==> config.mk <==
export PLATFORM = sky130hd
export DESIGN_NAME = srt_timer
export DESIGN_NICKNAME = d
export VERILOG_FILES = /design/src/design/srt_pkg.sv /design/src/design/srt_timer.sv
export SDC_FILE = /design/constraint.sdc
export NUM_CORES = 1
export LEC_CHECK = 0
export BUFFER_PORTS_ARGS = -buffer_cell sky130_fd_sc_hd__buf_2
export CAP_MARGIN = 30
export CORE_MARGIN = 3
export CORE_UTILIZATION = 45
export DETAILED_ROUTE_END_ITERATION = 6
export SKIP_LAST_GASP = 1
export SLEW_MARGIN = 20
export SYNTH_ARGS = -nofsm -noshare
export SYNTH_HDL_FRONTEND = slang
export SYNTH_SLANG_ARGS = --single-unit
export TNS_END_PERCENT = 1
==> constraint.sdc <==
create_clock -name CLK -period 6.5 [get_ports CLK]
set_input_delay 1.3 -clock CLK [delete_from_list [all_inputs] [get_ports CLK]]
set_output_delay 1.3 -clock CLK [all_outputs]
set_load 0.01 [all_outputs]
==> src/design/srt_pkg.sv <==
package srt_pkg;
  // Terminal station addresses (7-bit field)
  localparam logic [6:0] ST_LINE_ACK  = 7'h01;
  localparam logic [6:0] ST_TMR_CTRL  = 7'h02;
  localparam logic [6:0] ST_TMR_COUNT = 7'h03;
  // Command word fields on station 02 writes
  localparam int CMD_MODE_BIT = 0;
  localparam int CMD_RUN_BIT  = 1;
  localparam int CMD_SRC_LSB  = 2;
  localparam int CMD_RATE_LSB = 4;
  // Reset values
  localparam logic [15:0] RST_COUNT = 16'h0000;
  localparam logic [6:0]  RST_RATE  = 7'h00;
  // Mains and line generator figures
  localparam int MAINS_HZ     = 60;
  localparam int LINE_MAX_HZ  = 7680;
  localparam int MAX_MULT     = LINE_MAX_HZ / MAINS_HZ;
  localparam int OSC_DIV      = 1000;
  // Time base sources
  typedef enum logic [1:0]
  {
    SRC_LINE = 2'h0,
    SRC_OSC  = 2'h1,
    SRC_EXT  = 2'h2
  } srt_src_t;
  // Timer modes
  typedef enum logic
  {
    MODE_ELAPSED  = 1'b0,
    MODE_INTERVAL = 1'b1
  } srt_mode_t;
  // Response codes
  typedef enum logic [2:0]
  {
    RSP_NONE   = 3'b001,
    RSP_REPLY  = 3'b010,
    RSP_REJECT = 3'b100
  } srt_rsp_t;
endpackage : srt_pkg

==> src/design/srt_timer.sv <==
// How it works
// - Elapsed mode accumulates ticks; count always readable
// - Interval mode counts to limit, then interrupts
// - Timing signal driven onto peripheral bus
// - Time base: line pulse, oscillator or external
// - Line rate is mains multiple, 60-7680 Hz
// - Line pulse feeds timer and other peripherals
// - Station 01 write: none/reply-clear/reject
// - Timer answers on stations 02 and 03, and on station 01 writes only
module srt_timer
  import srt_pkg::*;
#(
  parameter int CNT_W = 16
)
(
  input  wire logic              CLK,
  input  wire logic              RESETN,
  input  wire logic              MAINS_IN,
  input  wire logic              EXT_TB_IN,
  input  wire logic              LINE_PRESENT,
  input  wire logic              CMD_VALID,
  input  wire logic              CMD_WRITE,
  input  wire logic [6:0]        CMD_STATION,
  input  wire logic [CNT_W-1:0]  CMD_DATA,
  output logic                   RSP_VALID,
  output srt_pkg::srt_rsp_t      RSP_CODE,
  output logic [CNT_W-1:0]       RSP_DATA,
  output logic                   TMR_IRQ,
  output logic                   LINE_IRQ,
  output logic                   LINE_PULSE,
  output logic                   BUS_TIMING
);
  import srt_pkg::*;

  localparam int PHASE_W = 24;

  // Whole state of the block
  typedef struct packed {
    logic [2:0]       mains_sync;  // Three-stage pin sampler
    logic [2:0]       ext_sync;    // Three-stage pin sampler
    logic             mains_lvl;   // Debounced mains level
    logic             ext_lvl;     // Debounced external level
    logic [PHASE_W-1:0] period;    // Clocks in last mains cycle
    logic [PHASE_W-1:0] phase;     // Clocks since mains edge
    logic [PHASE_W-1:0] acc;       // Rate accumulator
    logic [6:0]       rate;        // Multiplier minus one
    logic [7:0]       sub_cnt;     // Pulses left this mains cycle
    logic             line_flag;   // Line interrupt pending
    logic [9:0]       osc_cnt;     // Free-running oscillator divider
    srt_mode_t        mode;        // Timer mode
    logic             run;         // Timer enabled
    srt_src_t         src;         // Time base select
    logic [CNT_W-1:0] limit;       // Interval target
    logic [CNT_W-1:0] count;       // Accumulated ticks
    logic             tmr_flag;    // Interval interrupt pending
    logic             rsp_valid;   // Answer strobe
    srt_rsp_t         rsp_code;    // Answer kind
    logic [CNT_W-1:0] rsp_data;    // Read data
    logic             line_pulse;  // Registered line pulse
    logic             bus_timing;  // Registered bus timing
  } srt_state_t;

  srt_state_t s_reg;
  srt_state_t s_next;

  // Tick sources derived from current state
  logic mains_edge;
  logic ext_edge;
  logic osc_tick;
  logic line_tick;
  logic tb_tick;
  logic tmr_set;   // Interval target reached this cycle
  logic [PHASE_W-1:0] step;

  // Station decode used in one place
  function automatic logic is_timer_station(input logic [6:0] st);
    is_timer_station = (st == ST_TMR_CTRL) || (st == ST_TMR_COUNT);
  endfunction : is_timer_station

  // Next-state logic
  always_comb
  begin
    s_next = s_reg;
    // Pins pass three flops; a change counts when stages 2 and 3 agree
    s_next.mains_sync = {s_reg.mains_sync[1:0], MAINS_IN};
    s_next.ext_sync   = {s_reg.ext_sync[1:0], EXT_TB_IN};
    if (s_reg.mains_sync[2] == s_reg.mains_sync[1])
    begin
      s_next.mains_lvl = s_reg.mains_sync[2];
    end
    if (s_reg.ext_sync[2] == s_reg.ext_sync[1])
    begin
      s_next.ext_lvl = s_reg.ext_sync[2];
    end
    mains_edge = s_next.mains_lvl & ~s_reg.mains_lvl;
    ext_edge   = s_next.ext_lvl & ~s_reg.ext_lvl;

    // Free-running oscillator as a clock divider
    osc_tick = (s_reg.osc_cnt == 10'(OSC_DIV - 1));
    s_next.osc_cnt = osc_tick ? 10'h000 : s_reg.osc_cnt + 10'h001;

    // Line generator: N pulses per mains cycle, realigned each edge
    // Spacing uses last cycle length, so the first cycle is coarse
    // Too short a measured period would merge pulses, so spacing waits
    step = s_reg.period;
    line_tick = 1'b0;
    s_next.phase = s_reg.phase + 24'h000001;
    s_next.acc   = s_reg.acc + PHASE_W'(s_reg.rate) + 24'h000001;
    if (mains_edge)
    begin
      // Phase lock: every mains edge starts a fresh burst
      s_next.period  = s_reg.phase;
      s_next.phase   = 24'h000000;
      s_next.acc     = 24'h000000;
      s_next.sub_cnt = 8'(s_reg.rate) + 8'h01;
      line_tick      = 1'b1;
    end
    else if ((s_reg.sub_cnt > 8'h01) &&
             (step > PHASE_W'({s_reg.rate, 1'b1})) &&
             (s_reg.acc >= step))
    begin
      s_next.acc     = s_reg.acc - step;
      s_next.sub_cnt = s_reg.sub_cnt - 8'h01;
      line_tick      = 1'b1;
    end
    // Line pulse serves timer and bus alike
    s_next.line_pulse = line_tick & LINE_PRESENT;

    // Time base select
    case (s_reg.src)
      SRC_LINE: tb_tick = s_reg.line_pulse;
      SRC_OSC:  tb_tick = osc_tick;
      SRC_EXT:  tb_tick = ext_edge;
      default:  tb_tick = 1'b0;
    endcase
    // Timing signal onto the bus follows the chosen base
    s_next.bus_timing = tb_tick & s_reg.run;

    // Counter
    tmr_set = 1'b0;
    if (s_reg.run && tb_tick)
    begin
      if (s_reg.mode == MODE_INTERVAL &&
          s_reg.count + 16'h0001 >= s_reg.limit)
      begin
        s_next.count    = RST_COUNT;
        s_next.tmr_flag = 1'b1;
        tmr_set         = 1'b1;
      end
      else
      begin
        s_next.count = s_reg.count + 16'h0001;
      end
    end

    // Line interrupt flag set by every line pulse
    if (s_next.line_pulse)
    begin
      s_next.line_flag = 1'b1;
    end

    // Command handling; answers last one cycle
    s_next.rsp_valid = 1'b0;
    s_next.rsp_code  = RSP_NONE;
    s_next.rsp_data  = '0;
    if (CMD_VALID)
    begin
      if (CMD_WRITE && CMD_STATION == ST_LINE_ACK)
      begin
        // Acknowledge; a new pulse this cycle keeps the flag set
        s_next.rsp_valid = 1'b1;
        if (!LINE_PRESENT)
        begin
          s_next.rsp_code = RSP_NONE;
        end
        else if (s_reg.line_flag)
        begin
          s_next.rsp_code  = RSP_REPLY;
          s_next.line_flag = s_next.line_pulse;
        end
        else
        begin
          s_next.rsp_code = RSP_REJECT;
        end
      end
      else if (is_timer_station(CMD_STATION))
      begin
        s_next.rsp_valid = 1'b1;
        s_next.rsp_code  = RSP_REPLY;
        if (CMD_WRITE && CMD_STATION == ST_TMR_CTRL)
        begin
          // Control word: mode, run, source, line rate
          s_next.mode  = srt_mode_t'(CMD_DATA[CMD_MODE_BIT]);
          s_next.run   = CMD_DATA[CMD_RUN_BIT];
          s_next.src   = srt_src_t'(CMD_DATA[CMD_SRC_LSB +: 2]);
          s_next.rate  = CMD_DATA[CMD_RATE_LSB +: 7];
          s_next.count = RST_COUNT;
          // Clears the pending event; a new one this cycle wins
          s_next.tmr_flag = tmr_set;
        end
        else if (CMD_WRITE)
        begin
          // Interval target; restarts the count
          s_next.limit = CMD_DATA;
          s_next.count = RST_COUNT;
        end
        else if (CMD_STATION == ST_TMR_COUNT)
        begin
          s_next.rsp_data = s_reg.count;
        end
        else
        begin
          // Status: flag, run, mode
          s_next.rsp_data = {13'h0000, s_reg.tmr_flag, s_reg.run,
                             s_reg.mode};
        end
      end
    end
  end

  // State register, synchronous active-low reset
  always_ff @(posedge CLK)
  begin
    if (!RESETN)
    begin
      s_reg          <= '0;
      s_reg.rate     <= RST_RATE;
      s_reg.count    <= RST_COUNT;
      s_reg.src      <= SRC_LINE;
      s_reg.mode     <= MODE_ELAPSED;
      s_reg.rsp_code <= RSP_NONE;
    end
    else
    begin
      s_reg <= s_next;
    end
  end

  // Outputs straight from state flops
  assign RSP_VALID  = s_reg.rsp_valid;
  assign RSP_CODE   = s_reg.rsp_code;
  assign RSP_DATA   = s_reg.rsp_data;
  assign TMR_IRQ    = s_reg.tmr_flag;
  assign LINE_IRQ   = s_reg.line_flag;
  assign LINE_PULSE = s_reg.line_pulse;
  assign BUS_TIMING = s_reg.bus_timing;
endmodule : srt_timer

==> metrics.txt <==
wire length on met3 between 600 and 700 um; metal2 WL 8.65 mm; outcome finished clean; Routed WL approximately 21 mm; Max Slew Vio Count 0; first-pass detailed-route iteration total 5; 1st-iter DRT viols roughly 440; flops & latches, synth 165; setup TNS 0 ps; final antenna diode count 0; Worst IR Drop VDD 0.155 mV; initial antenna violation count 0; CP endpoint kind register; CP startpoint kind register; period utilization 0.548; Layout fillers roughly 2,000; P&R area growth vs syn 10.3%; Top delay family on crit path simple AND/OR/NAND/NOR gates; register area 3300 sq um; synthesized instance count between 1,000 and 1,500; DP Wirelength roughly 15 mm; slew at the pin with the worst max-slew slack just under 1000 ps; Hold Path Class register to register; critical path, cell by cell nand3_1, nor4_1, and3_1, xor2_1, ha_1, a21oi_1, o21ai_0, a211oi_1, o21bai_1, a221oi_1, buf_4, nand2b_1, a32o_1; grt total ovfl 0; postcts setup bufs 0; reg2reg setup slack 2940 ps; EDFF count, synth 0; DR vias 7,632; Synth cell types 61; first-pass GRT wire length 36.2 mm; count of maximum capacitance violations 0; full die area 22,300 sq um; worst-path fanout max 14; multi-input logic area 5330 sq um; Top Layer Used met4; GPL Wtd Cong about 0.85; RSZ-0062 raised after global routing no; CTS buffer count 17; leakage power ~4.0 nW; Arr. time, crit path 3940 ps; max reg flops 113; share of flip-flops with an asynchronous set or reset 0; Finished Cell Area ~10,000 sq um; GR Util All Layers 0.197; Critical Path RT roughly 6900 ps; WP buf/inv 1; final setup fails 0; H-Tree Level Count 4; Die Height between 100 and 150 um; mapped cell area 9240 sq um; final core occ 0.515; Crit Path Category register to register; # clock sinks ~170; Initial Util 0.467; fin crit period roughly 3600 ps; hold buffer count at CTS 0; area post-placement 9570 sq um; TritonCTS clock tree done; CTS max path bufs 2; share of cells above drive strength 1 0.0959; vias in the first global route 7,171; Die X ~150 um; final net count around 1,300; CTS Root Cell clkbuf_16; Pwr per Cell Area around 220 nW/um^2; f_max about 280 MHz; Rel. slew slack 0.355; worst stage delay on the critical path approximately 530 ps; Worst-Skew Late Latency roughly 440 ps; Row Count just over 50; dominant synthesized flop cell dfxtp_1; DRT met1 WL between 10 and 15 mm; Syn. warnings 0; Worst-path clk slew 70 ps; # IOs 54; post-route ant nets 0; syn_area_per_cell about 8 sq um; part of the Yosys area used for sequential elements 0.358; post-CTS sizing 0; input/output buffers 53; via-per-instance ratio between 5 and 6; DRC Markers 0; Mapped Nets ~1,200; slowest stage cell on the critical path nor4_1; Worst Skew around 12 ps; final hold viol count 0; Core ar. between 15,000 and 20,000 sq um; WL per Instance between 10 and 15 um; largest net degree at the start of global routing 39
-- path summary, 6_finish.rpt --
path | startpoint | end | cells after the start
worst max-delay path | s_reg[23] | s_reg[37] | 13
worst min-delay path | s_next[160] | s_next[161] | 1
worst max register to register | s_reg[23] | s_reg[37] | 13
worst min register to register | s_next[160] | s_next[161] | 1
-- final cells by class --
class                      count  area share
clock buffer                  17      0.0418
clock inverter                15      0.0179
inverter                      67      0.0247
multi-input combinational    851       0.524
sequential                   165       0.324
tap                          265      0.0326
timing repair buffer          63      0.0351
-- placed cells by master (no fill, tap or decap), drive strengths merged, types with 3 or more instances in the layout --
cell type / n
nand2: 166
dfxtp: 165
nor2: 107
a21oi: 99
inv: 75
buf: 62
ha: 60
xnor2: 50
o21ai: 37
nand3: 36
xor2: 35
and2: 26
a211oi: 24
nor3: 23
nand4: 21
clkbuf: 18
mux2i: 15
nand2b: 14
and3: 13
a21o: 13
nor2b: 12
o211ai: 11
nor4: 9
o22ai: 8
or2: 7
and4: 7
or3: 7
a31oi: 6
o21a: 6
o41ai: 4
a32o: 4
a2111oi: 4
clkinv: 3
-- routing by layer --
metal  GRT usage  vias to the layer above
met3      0.0304                       20
met5           0                        -
met2       0.277                      121
met4      0.0581                        0
met1       0.308                     3512
li1            -                     3979
-- Yosys cell counts, drive strengths merged, types with 2 or more instances --
master | count | area [sq um]
a2111oi | 4 | 72.6
a211oi | 24 | 185
a21o | 13 | 113
a21oi | 99 | 514
a31oi | 6 | 37.5
a32o | 4 | 40.0
and2 | 26 | 163
and3 | 13 | 81.3
and4 | 7 | 61.3
buf | 33 | 233
clkbuf | 33 | 125
dfxtp | 165 | 3300
fa | 2 | 40.0
ha | 60 | 751
inv | 67 | 251
mux2i | 15 | 150
nand2 | 166 | 623
nand2b | 14 | 87.6
nand3 | 36 | 180
nand4 | 21 | 131
nand4b | 2 | 17.5
nand4bb | 2 | 22.5
nor2 | 107 | 402
nor2b | 12 | 75.1
nor3 | 23 | 115
nor3b | 2 | 15.0
nor4 | 9 | 56.3
o2111ai | 2 | 17.5
o211ai | 11 | 82.6
o21a | 6 | 45.0
o21ai | 37 | 185
o21bai | 2 | 15.0
o22ai | 8 | 50.1
o31ai | 2 | 15.0
o41ai | 4 | 35.0
or2 | 7 | 43.8
or3 | 7 | 43.8
or4 | 2 | 15.0
xnor2 | 50 | 438
xor2 | 35 | 307
-- worst register-to-register path: cells and delay by family (launching register included) --
family,cells,cell delay (ps)
AO/OA/AOI/OAI,6,1040
XOR/XNOR,1,180
adder cells (fa/ha/maj),1,270
buffers and inverters,1,250
flip-flops,1,470
AND/OR/NAND/NOR,4,1300
-- stage by stage --
| step | hold slack [ps] | power (mW) | setup slack (ps) | cells |
|---|---|---|---|---|
| after CTS | 437 | 2.29 | 2970 | 1442 |
| after global placement | 419 | 1.22 | 2840 | 1408 |
| after floorplan | 412 | 1.18 | 3390 | 1149 |
| after detailed placement | 419 | 1.23 | 2910 | 1410 |
| after global routing | 462 | 2.34 | 2600 | 1443 |
| final | 436 | 2.26 | 2940 | 1443 |
-- power by group --
part,total [mW],switching [mW],internal (mW)
Sequential,1.04,0.0171,1.02
Combinational,0.163,0.0944,0.0685
Clock,1.06,0.473,0.583
-- cells by family (layout without fill, tap and decap cells) --
| family | Yosys count | in the layout | synth area share |
|---|---|---|---|
| xor+xnor | 85 | 85 | 0.0806 |
| buf+inv | 133 | 162 | 0.0660 |
| flops | 165 | 165 | 0.358 |
| simple gates | 456 | 456 | 0.231 |
| mux | 15 | 15 | 0.0163 |
| fa+ha+maj | 62 | 62 | 0.0856 |
| compound gates | 233 | 233 | 0.163 |
(Power assumes the default switching activity.)
